### src/rtl/drive_profile_map.svh
// How it works
// [RULE1] bit 02 low: quick stop, relay at 0 Hz
// [RULE2] bit 03 low coasts; high permits start
// [RULE3] bit 04 low: quick stop; high permits start
// [RULE4] bit 05 low freezes output frequency
// [RULE5] bit 06 low: ramp stop; high permits start
// [RULE6] reset only on rising edge of bit 07
// [RULE7] bit 08 jog 1 when 04=0, 00-03=1
// [RULE8] bit 09 jog 2 under the same gate
// [RULE9] whole word ignored while bit 10 low
// [RULE10] bit 11 lowers, bit 12 raises reference
// [RULE11] both trim bits set: decrease wins
// [RULE12] bits 13/14 pick one of four set-ups
// [RULE13] set-up switch needs multi-set-up, linking while running
// [RULE14] bit 15 reverses only with bus reverse source
// [RULE15] status 00 low on off bits or trip
// [RULE16] status 02 high only all on, no trip
// [RULE17] status 03 holds trip until reset; blocks start
// [RULE18] status 04/05 mirror command bits 01/02
// [RULE19] status 06 start-inhibit latch set and clear
// [RULE20] status 08 reports speed equals reference
// [RULE21] status 09 reports bus control accepted
// [RULE22] status 11 start present or frequency above zero
// [RULE23] bit 00 low: normal ramp stop
// [RULE24] bit 01 low coasts, relay at 0 Hz
// [RULE25] master sends full word, re-arms bit 07
`ifndef DRIVE_PROFILE_MAP_SVH
`define DRIVE_PROFILE_MAP_SVH

`define CW_OFF1 0
`define CW_OFF2 1
`define CW_OFF3 2
`define CW_COAST 3
`define CW_QSTOP 4
`define CW_HOLD 5
`define CW_RAMP 6
`define CW_RESET 7
`define CW_JOG1 8
`define CW_JOG2 9
`define CW_VALID 10
`define CW_SLOW 11
`define CW_CATCH 12
`define CW_SET_LSB 13
`define CW_SET_MSB 14
`define CW_REV 15

`define SW_CTRL_READY 0
`define SW_DRIVE_READY 1
`define SW_ENABLE 2
`define SW_TRIP 3
`define SW_ON2 4
`define SW_ON3 5
`define SW_INHIBIT 6
`define SW_WARNING 7
`define SW_AT_REF 8
`define SW_BUS_CTRL 9
`define SW_FREQ_OK 10
`define SW_RUNNING 11
`define SW_OVERTEMP 12
`define SW_VOLT 13
`define SW_TORQUE 14
`define SW_TIMER 15

`define CMD_RST 16'h0000
`define STATE_RST 16'h0040
`define SETUP_RST 2'h0

`endif

### src/rtl/drive_profile_pkg.sv
package drive_profile_pkg;

   typedef struct packed {
      logic ramp_stop;
      logic coast;
      logic quick_stop;
      logic hold_freq;
      logic start_ok;
      logic fault_reset;
      logic jog1;
      logic jog2;
      logic ref_down;
      logic ref_up;
      logic reverse;
      logic relay_on;
   } drive_action_t;

   typedef struct packed {
      logic tripped;
      logic power_ok;
      logic warning;
      logic speed_at_ref;
      logic bus_control;
      logic freq_in_limit;
      logic start_present;
      logic out_freq_zero;
      logic overtemp_stop;
      logic volt_exceeded;
      logic torque_exceeded;
      logic timer_exceeded;
   } drive_fbk_t;

   typedef struct packed {
      logic multi_setup;
      logic setups_linked;
      logic reverse_from_bus;
      logic relay_at_stop;
   } drive_cfg_t;

   typedef enum logic {
      FAULT_CLEAR,
      FAULT_TRIPPED
   } fault_state_t;

endpackage : drive_profile_pkg

### src/rtl/drive_profile.sv
`include "drive_profile_map.svh"

module drive_profile (
   // clock and reset
   input wire logic sys_clk_i,
   input wire logic rst_n_i,
   // command telegram
   input wire logic [15:0] cmd_word_i,
   input wire logic cmd_strobe_i,
   // drive feedback and configuration
   input wire drive_profile_pkg::drive_fbk_t fbk_i,
   input wire drive_profile_pkg::drive_cfg_t cfg_i,
   // actions and status
   output drive_profile_pkg::drive_action_t action_o,
   output logic [1:0] setup_o,
   output logic [15:0] state_word_o
);

   ////////////////////////////////////////////////////////////////////////
   // applied command word

   logic [15:0] cmd_q;
   logic [15:0] cmd_d;
   logic take_word;

   // a word with bit 10 low leaves the old command in force
   assign take_word = cmd_strobe_i && cmd_word_i[`CW_VALID]; // RULE9
   assign cmd_d = take_word ? cmd_word_i : cmd_q; // RULE9

   always_ff @(posedge sys_clk_i) begin
      if (!rst_n_i) begin
         cmd_q <= `CMD_RST;
      end else begin
         cmd_q <= cmd_d;
      end
   end

   ////////////////////////////////////////////////////////////////////////
   // decoded command bits

   logic off1;
   logic off2;
   logic off3;
   logic all_on;
   logic no_coast;
   logic no_qstop;
   logic use_ramp;
   logic run_bit;
   logic jog_gate;

   assign off1 = !cmd_q[`CW_OFF1];
   assign off2 = !cmd_q[`CW_OFF2];
   assign off3 = !cmd_q[`CW_OFF3];
   assign all_on = !(off1 || off2 || off3);
   assign no_coast = cmd_q[`CW_COAST];
   assign no_qstop = cmd_q[`CW_QSTOP];
   assign use_ramp = cmd_q[`CW_HOLD];
   assign run_bit = cmd_q[`CW_RAMP];
   // jog is gated on quick-stop low with the four lowest bits high
   assign jog_gate = !no_qstop && all_on && no_coast; // RULE7 RULE8

   ////////////////////////////////////////////////////////////////////////
   // reset edge detection

   logic rst_bit_prev_q;
   logic reset_rise;

   // only the edge acts, a held bit would retrigger nothing
   assign reset_rise = cmd_q[`CW_RESET] && !rst_bit_prev_q; // RULE6

   always_ff @(posedge sys_clk_i) begin
      if (!rst_n_i) begin
         rst_bit_prev_q <= 1'b0;
      end else begin
         rst_bit_prev_q <= cmd_q[`CW_RESET];
      end
   end

   ////////////////////////////////////////////////////////////////////////
   // fault state

   drive_profile_pkg::fault_state_t fault_q;
   drive_profile_pkg::fault_state_t fault_d;
   logic trip_q;

   // a new trip in the reset cycle wins, so no fault is lost
   always_comb begin
      fault_d = fault_q;
      case (fault_q)
         drive_profile_pkg::FAULT_CLEAR: begin
            if (fbk_i.tripped) begin
               fault_d = drive_profile_pkg::FAULT_TRIPPED;
            end
         end
         drive_profile_pkg::FAULT_TRIPPED: begin
            if (reset_rise && !fbk_i.tripped) begin // RULE17
               fault_d = drive_profile_pkg::FAULT_CLEAR;
            end
         end
         default: begin
            fault_d = drive_profile_pkg::FAULT_CLEAR;
         end
      endcase
   end

   always_ff @(posedge sys_clk_i) begin
      if (!rst_n_i) begin
         fault_q <= drive_profile_pkg::FAULT_CLEAR;
      end else begin
         fault_q <= fault_d;
      end
   end

   assign trip_q = (fault_q == drive_profile_pkg::FAULT_TRIPPED);

   ////////////////////////////////////////////////////////////////////////
   // start-inhibit latch

   logic inhibit_q;
   logic inhibit_d;
   logic inhibit_set;
   logic inhibit_clr;

   // power-up sets it through the reset value
   assign inhibit_set = reset_rise || off2 || off3; // RULE19
   assign inhibit_clr = off1 && !off2 && !off3
      && cmd_q[`CW_VALID]; // RULE19
   assign inhibit_d = inhibit_set ? 1'b1 :
      (inhibit_clr ? 1'b0 : inhibit_q);

   always_ff @(posedge sys_clk_i) begin
      if (!rst_n_i) begin
         inhibit_q <= 1'b1;
      end else begin
         inhibit_q <= inhibit_d;
      end
   end

   ////////////////////////////////////////////////////////////////////////
   // actions

   drive_profile_pkg::drive_action_t action_q;
   drive_profile_pkg::drive_action_t action_d;
   logic running;

   assign running = fbk_i.start_present || !fbk_i.out_freq_zero;

   always_comb begin
      action_d = '0;
      action_d.ramp_stop = off1 || !run_bit; // RULE23 RULE5
      action_d.coast = off2 || !no_coast; // RULE24 RULE2
      action_d.quick_stop = off3 || !no_qstop; // RULE1 RULE3
      action_d.hold_freq = !use_ramp; // RULE4
      // trip blocks start until a reset edge clears it
      action_d.start_ok = all_on && no_coast && no_qstop && run_bit
         && !trip_q; // RULE2 RULE3 RULE5 RULE17
      action_d.fault_reset = reset_rise; // RULE6
      action_d.jog1 = cmd_q[`CW_JOG1] && jog_gate; // RULE7
      action_d.jog2 = cmd_q[`CW_JOG2] && jog_gate; // RULE8
      action_d.ref_down = cmd_q[`CW_SLOW]; // RULE10 RULE11
      action_d.ref_up = cmd_q[`CW_CATCH]
         && !cmd_q[`CW_SLOW]; // RULE10 RULE11
      action_d.reverse = cmd_q[`CW_REV]
         && cfg_i.reverse_from_bus; // RULE14
      action_d.relay_on = cfg_i.relay_at_stop && fbk_i.out_freq_zero
         && !all_on; // RULE1 RULE24
   end

   always_ff @(posedge sys_clk_i) begin
      if (!rst_n_i) begin
         action_q <= '0;
      end else begin
         action_q <= action_d;
      end
   end

   assign action_o = action_q;

   ////////////////////////////////////////////////////////////////////////
   // set-up selection

   setup_select u_setup (
      .sys_clk_i(sys_clk_i),
      .rst_n_i(rst_n_i),
      .req_i({cmd_q[`CW_SET_MSB], cmd_q[`CW_SET_LSB]}), // RULE12
      .multi_setup_i(cfg_i.multi_setup),
      .linked_i(cfg_i.setups_linked),
      .running_i(running),
      .setup_o(setup_o)
   );

   ////////////////////////////////////////////////////////////////////////
   // status word

   logic [15:0] state_q;
   logic [15:0] state_d;
   logic ready;

   assign ready = all_on && !trip_q; // RULE15 RULE16

   always_comb begin
      state_d = '0;
      state_d[`SW_CTRL_READY] = ready; // RULE15
      state_d[`SW_DRIVE_READY] = ready && fbk_i.power_ok;
      state_d[`SW_ENABLE] = ready; // RULE16
      state_d[`SW_TRIP] = trip_q; // RULE17
      state_d[`SW_ON2] = cmd_q[`CW_OFF2]; // RULE18
      state_d[`SW_ON3] = cmd_q[`CW_OFF3]; // RULE18
      state_d[`SW_INHIBIT] = inhibit_q; // RULE19
      state_d[`SW_WARNING] = fbk_i.warning;
      state_d[`SW_AT_REF] = fbk_i.speed_at_ref; // RULE20
      state_d[`SW_BUS_CTRL] = fbk_i.bus_control; // RULE21
      state_d[`SW_FREQ_OK] = fbk_i.freq_in_limit;
      state_d[`SW_RUNNING] = running; // RULE22
      state_d[`SW_OVERTEMP] = fbk_i.overtemp_stop;
      state_d[`SW_VOLT] = fbk_i.volt_exceeded;
      state_d[`SW_TORQUE] = fbk_i.torque_exceeded;
      state_d[`SW_TIMER] = fbk_i.timer_exceeded;
   end

   always_ff @(posedge sys_clk_i) begin
      if (!rst_n_i) begin
         state_q <= `STATE_RST;
      end else begin
         state_q <= state_d;
      end
   end

   assign state_word_o = state_q;
endmodule : drive_profile

### src/rtl/setup_select.sv
`include "drive_profile_map.svh"

module setup_select (
   // clock and reset
   input wire logic sys_clk_i,
   input wire logic rst_n_i,
   // request and conditions
   input wire logic [1:0] req_i,
   input wire logic multi_setup_i,
   input wire logic linked_i,
   input wire logic running_i,
   // active set-up, 0..3 for set-up 1..4
   output logic [1:0] setup_o
);

   logic [1:0] setup_q;
   logic [1:0] setup_d;
   logic allow;

   // a running motor may only hop between linked set-ups
   assign allow = multi_setup_i && (!running_i || linked_i); // RULE13
   assign setup_d = allow ? req_i : setup_q; // RULE12

   always_ff @(posedge sys_clk_i) begin
      if (!rst_n_i) begin
         setup_q <= `SETUP_RST;
      end else begin
         setup_q <= setup_d;
      end
   end

   assign setup_o = setup_q;
endmodule : setup_select

### config.mk
export PLATFORM = sky130hd
export DESIGN_NAME = drive_profile
export DESIGN_NICKNAME = d
export VERILOG_FILES = /design/src/rtl/drive_profile_pkg.sv /design/src/rtl/drive_profile.sv /design/src/rtl/setup_select.sv
export VERILOG_INCLUDE_DIRS = /design/src /design/src/rtl
export SDC_FILE = /design/constraint.sdc
export NUM_CORES = 1
export LEC_CHECK = 0
export BUFFER_PORTS_ARGS = -buffer_cell sky130_fd_sc_hd__buf_2
export CORE_MARGIN = 2
export CORE_UTILIZATION = 30
export CTS_CLUSTER_DIAMETER = 80
export DETAILED_ROUTE_END_ITERATION = 8
export SYNTH_ARGS = -nofsm -noshare
export SYNTH_HDL_FRONTEND = slang
export SYNTH_SLANG_ARGS = --single-unit
### constraint.sdc
create_clock -name sys_clk_i -period 1.1 [get_ports sys_clk_i]
set_input_delay 0.11 -clock sys_clk_i [delete_from_list [all_inputs] [get_ports sys_clk_i]]
set_output_delay 0.11 -clock sys_clk_i [all_outputs]
set_load 0.005 [all_outputs]
# After elaboration in Yosys (flattened, before gate mapping)

Cells that the tools add are included.

Register bits: 49
Bits in latches: 0
Bits in writable memories: 0
ROM bits: 0
Bits of input ports: 35
Output and inout port bits: 30
Logic and storage cells: 68
Memories kept: 0

$add $sub $neg: 0
$mul: 0
Div/mod/pow operators: 0
$lt $le $gt $ge: 0
Equality and inequality tests: 0
Shifts and indexed selects: 0
Muxes and demuxes: 3
Bitwise gates (word level): 2
Reductions and logical operators: 45

Operators with widths:

| cell              | number |
|---|---|
| $logic_and 1x1->1 | 21 |
| $logic_not 1->1   | 14 |
| $logic_or 1x1->1  | 9 |
| $mux 1            | 2 |
| $not 1->1         | 2 |
| $pmux 1 s2        | 1 |
| $reduce_or 2->1   | 1 |

# Logic depth before layout (Yosys ltp)

Depth after elaboration: 8
Mapped depth: 5
Gate-level depth less buffers: 3

# Cells and area by module

From an unflattened synthesis, not the netlist that was laid out.

Cell total of the unflattened synthesis: 151
Area, all modules: 1554.0 um2

Modules (own cells, without submodules):

| module        | instances | cells each | area each (um2) | seq. area each (um2) |
|---|---|---|---|---|
| drive_profile | 1         | 141        | 1466.4          | 920.9 |
| setup_select  | 1         | 10         | 87.6            | 40.0 |

# Worst setup path after synthesis

No wires, ideal clock.

Path kind: register -> register
From: reg cmd_q[1]
To: reg action_q, in the netlist action_o[4]
Library setup time: 59 ps
Arrival: 792 ps
Data required time: 1041 ps
Path slack: 249 ps
Cell stages (with the launch flop): 4
Path buffers: 0
Period minus slack after synthesis: 851 ps
Path through: dfxtp_1 nand4_2 nor3b_2 and2_1

Cells in the longest elaborated chain, start to end: 7

RTL lines:

| item                            | RTL line             | source |
|---|---|---|
| start, declared                 | drive_profile.sv:22  | `logic [15:0] cmd_q;` |
| start signal, assigned          | drive_profile.sv:32  | `` cmd_q <= `CMD_RST; `` |
| start signal, assigned          | drive_profile.sv:34  | `cmd_q <= cmd_d;` |
| $logic_not 1->1                 | drive_profile.sv:52  | `` assign off2 = !cmd_q[`CW_OFF2]; `` |
| $logic_or 1x1->1 (2 in series)  | drive_profile.sv:54  | `assign all_on = !(off1 \|\| off2 \|\| off3);` |
| $logic_not 1->1                 | drive_profile.sv:54  |  |
| $logic_and 1x1->1 (2 in series) | drive_profile.sv:60  | `assign jog_gate = !no_qstop && all_on && no_coast;` |
| $logic_and 1x1->1               | drive_profile.sv:159 | `` action_d.jog2 = cmd_q[`CW_JOG2] && jog_gate; `` |
| end signal, assigned            | drive_profile.sv:173 | `action_q <= action_d;` |
| end, declared                   | drive_profile.sv:142 | `drive_profile_pkg::drive_action_t action_q;` |

No other way between the ends.
A chain may end at the register's enable or synchronous reset.

# Final worst setup path

From: reg cmd_q[2]
To: reg action_q, in the netlist action_o[4]

Cells in the longest elaborated chain, start to end: 6

RTL lines:

| item                            | RTL line             | source |
|---|---|---|
| $logic_not 1->1                 | drive_profile.sv:53  | `` assign off3 = !cmd_q[`CW_OFF3]; `` |
| $logic_or 1x1->1                | drive_profile.sv:54  |  |
| $logic_not 1->1                 | drive_profile.sv:54  |  |
| $logic_and 1x1->1 (2 in series) | drive_profile.sv:60  |  |
| $logic_and 1x1->1               | drive_profile.sv:159 |  |

No other way between the ends.

==> flow_results.org <==
** Global route
- The initial antenna violation count came to 0.
- Number of global-route vias before repair :: 1049
- Pin count of the biggest net entering global routing :: 17
- First-pass GRT wire length :: 4830 um
- GRT Util Overall :: 11.4%
- The total overflow left after global routing is 0.

** Min path
- Along the worst hold path, the cell count comes to 2.
- Hold Path Origin :: fbk_i[1]
- Hold/Removal Path Class :: in2reg
- The path with the worst hold slack has its endpoint at state_word_o[14].

** Flow run
- Max-cap violation count :: 0

** Timing
- Timing would allow up to 1040 MHz.
- Smallest hold slack :: 0.0118 ns
- Setup repair after global routing left no endpoint under its margin.
- Share of the clock period used by the worst path :: 87.0%
- Setup violations remaining at the end of the flow were counted as 0.
- Worst Max-Slew Pin Slew :: 0.206 ns
- Minimum setup slack in the final design :: 0.143 ns
- Worst relative slew slack :: 86.2%
- Worst clock skew on the final layout :: 0.00613 ns
- Number of pins with negative max-slew slack in the final report :: 0
- The final number of hold-violating endpoints was 0.
- After routing, the total negative slack on setup checks comes to 0 ns.
- Tmin final :: 0.957 ns

** Critical path
- Reg2Reg Setup Slack :: 0.14 ns
- Worst Path Arrival :: 1.21 ns
- Terminus of the critical flop-to-flop path :: action_o[4]
- The worst setup path is launched from a flip-flop.
- Class of the most critical setup path :: reg2reg
- R2r worst-path depth :: 3
- Required time at the worst-slack endpoint :: 1.35 ns
- The startpoint identified for the worst register-to-register timing path is cmd_q[2].
- Kind of end point of the critical path :: flip-flop
- Worst-path fanout max :: 5

** Floorplan
- The floorplan step set the die width to 75.8 um.
- Die Footprint :: 5740 um^2
- The initialized floorplan defines 26 standard-cell rows.
- DIE HEIGHT :: 75.8 um
- The initial utilization of the core area, before any placement, comes to 30.6%.
- Area of the core :: 5040 um^2
- Boundary pin count :: 65

** Logic synthesis
- Of all flip-flops after synthesis, the portion carrying an async set or reset was 0%.
- Largest cells by area after synthesis :: sky130_fd_sc_hd__dfxtp_1 62%, sky130_fd_sc_hd__nand2_1 8.7%, sky130_fd_sc_hd__a21boi_0 8.3%
- Number of distinct standard cells referenced by the synthesized netlist :: 27
- Largest area contributor in the synthesized netlist :: sky130_fd_sc_hd__dfxtp_1
- The cell area that synthesis handed to floorplanning was 1550 um^2.
- In the synthesized netlist, the number of instances is 150.
- When the netlist entered floorplanning its net count stood at 185.
- Summing the sequential cell areas from Yosys gives 62.2% of the chip area.
- Mean instance size in the synthesized netlist :: 10.3 um^2
- Most used flip-flop cell after synthesis :: sky130_fd_sc_hd__dfxtp_1
- Sorting the synthesized cells by how often they occur yields 48 x sky130_fd_sc_hd__dfxtp_1, 36 x sky130_fd_sc_hd__nand2_1, 17 x sky130_fd_sc_hd__a21boi_0, 17 x sky130_fd_sc_hd__and2_1, 5 x sky130_fd_sc_hd__nor2b_1.
- Yosys top cell area share :: 62.2%
- Most frequent cell after synthesis :: sky130_fd_sc_hd__dfxtp_1
- Synthesis inferred 48 register bits.
- Count of flip-flops with a built-in enable after synthesis :: 0
- Yosys warns :: 0

** Outcome
- Run status :: finished, final reports clean

** Placement
- Port-buffer cells :: 64
- Placed standard-cell area :: 1950 um^2
- Detailed placement finished with a half-perimeter wire length of 2260 um.
- Prior to clock tree synthesis, the placed netlist has a worst setup slack of 0.148 ns.
- Routability-driven placement finished with a final weighted congestion of 0.731.
- Placed cell count :: 282

** Routing
- Total detailed-routing wirelength :: 3070 um
- DRC violation count after routing :: 0
- Average wire per standard cell :: 10.6 um
- Using the TritonRoute via totals, the vias-per-cell ratio works out to 4.04.
- Number of iterations in the first detailed-routing pass :: 4
- The detail route stage leaves a number of antenna-violating nets equal to 0.
- Via count :: 1177
- In this run, the number of DRC markers left after iteration 0 of detailed routing was 39.

** Finish
- Summed area of non-filler cells in the final layout :: 2100 um^2
- Once layout is complete, the utilization of the core stands at 41.7%.
- Post-route insts no fill :: 291
- The number of antenna diodes in the final layout is 0.
- The net count of the finished layout is 256.
- In the final layout, the share of cells above drive strength 1 is 36.2%.
- Area added between synthesis and finish :: 36.0%

** Clock tree
- Clock latency on the worst-skew pair, taken at its later pin, is 0.30 ns.
- Root buf cell :: sky130_fd_sc_hd__clkbuf_8
- Buffers inserted during clock tree synthesis total 5.
- Clock tree from TritonCTS :: done
- Sink count of the clock tree :: 48
- CTS Buffer Depth :: 2
- Number of buffers inserted to repair setup after CTS :: 0
- CTS built an H-tree with a depth of 2.
- Clk pin slew, worst setup/hold paths :: 0.09 ns

** Power and ir drop
- Summed over all cells, the static leakage comes to 0.963 nW.
- Across the VDD grid, the largest voltage drop is 0.627 mV.
- Total power for the finished layout comes to 3.52 mW.
- In this run the power density over the cells is 1680 nW/um^2.
==> cell usage in the layout, fill, tap and decap left out, drive strengths merged, types with 2 or more instances in the layout <==
cell,n
nor2b,5
clkbuf,5
buf,70
dfxtp,48
and2,17
nand2,36
dlygate4sd3,2
a21boi,19
nor2,2
nand4,2
bufinv,2
mux2i,2
==> registers in the layout (all words and copies together), names as in the netlist <==
signal,flops
action_o,12
cmd_q,16
fault_q,1
inhibit_q,1
rst_bit_prev_q,1
state_word_o,15
u_setup.setup_o,2
==> metal layers <==
layer | global-route usage [%] | vias up | part of all wire (%)
met1 | 14.4 | 505 | 45
met4 | 4.68 | 0 | 1.5
met5 | 0 | - | 0
met2 | 17.3 | 47 | 45
li1 | - | 619 | -
met3 | 4.37 | 6 | 7.7
==> worst max-delay path, stage by stage, from the launching register on <==
cell	delay (ns)
sky130_fd_sc_hd__dfxtp_1	0.41
sky130_fd_sc_hd__nand4_2	0.15
sky130_fd_sc_hd__nor3b_2	0.21
sky130_fd_sc_hd__and2_1	0.14
==> cells by family after synthesis <==
group	after synthesis	synth area share [%]
flops	48	62.2
mux	2	1.30
buf+inv	9	3.24
simple gates	68	22.5
compound gates	23	10.8
==> worst max path at each step <==
stage	cells past startpoint	start	to	slack, ns
global route	3	cmd_q[2]	action_o[5]	0.06
detailed placement	3	cmd_q[2]	action_o[4]	0.15
finish	3	cmd_q[2]	action_o[4]	0.14
global placement	3	cmd_q[2]	action_o[5]	0.19
floorplan	3	cmd_q[1]	action_o[4]	0.25
CTS	3	cmd_q[2]	action_o[4]	0.13
==> layout make-up <==
class                           count  area (um^2)
Fill cell                         518         2940
Sequential cell                    48          961
Multi-Input combinational cell     93          534
Timing Repair Buffer               72          385
Tap cell                           70         87.6
Clock buffer                        5         68.8
Clock inverter                      2         60.1
Inverter                            1         3.75
==> what timing repair did <==
| item | in CTS | in global routing |
|---|---|---|
| endpoints found under the hold margin | 0 | 2 |
| resized for setup | 0 | 0 |
| hold buffers | 0 | 2 |
| endpoints found under the setup margin | 0 | 0 |
==> report_power, final <==
| part | switching (mW) | internal, mW |
|---|---|---|
| logic | 0.105 | 0.132 |
| clock network | 0.555 | 0.894 |
| registers | 0.0280 | 1.80 |
Note: power is estimated with default switching activity, not from simulation.
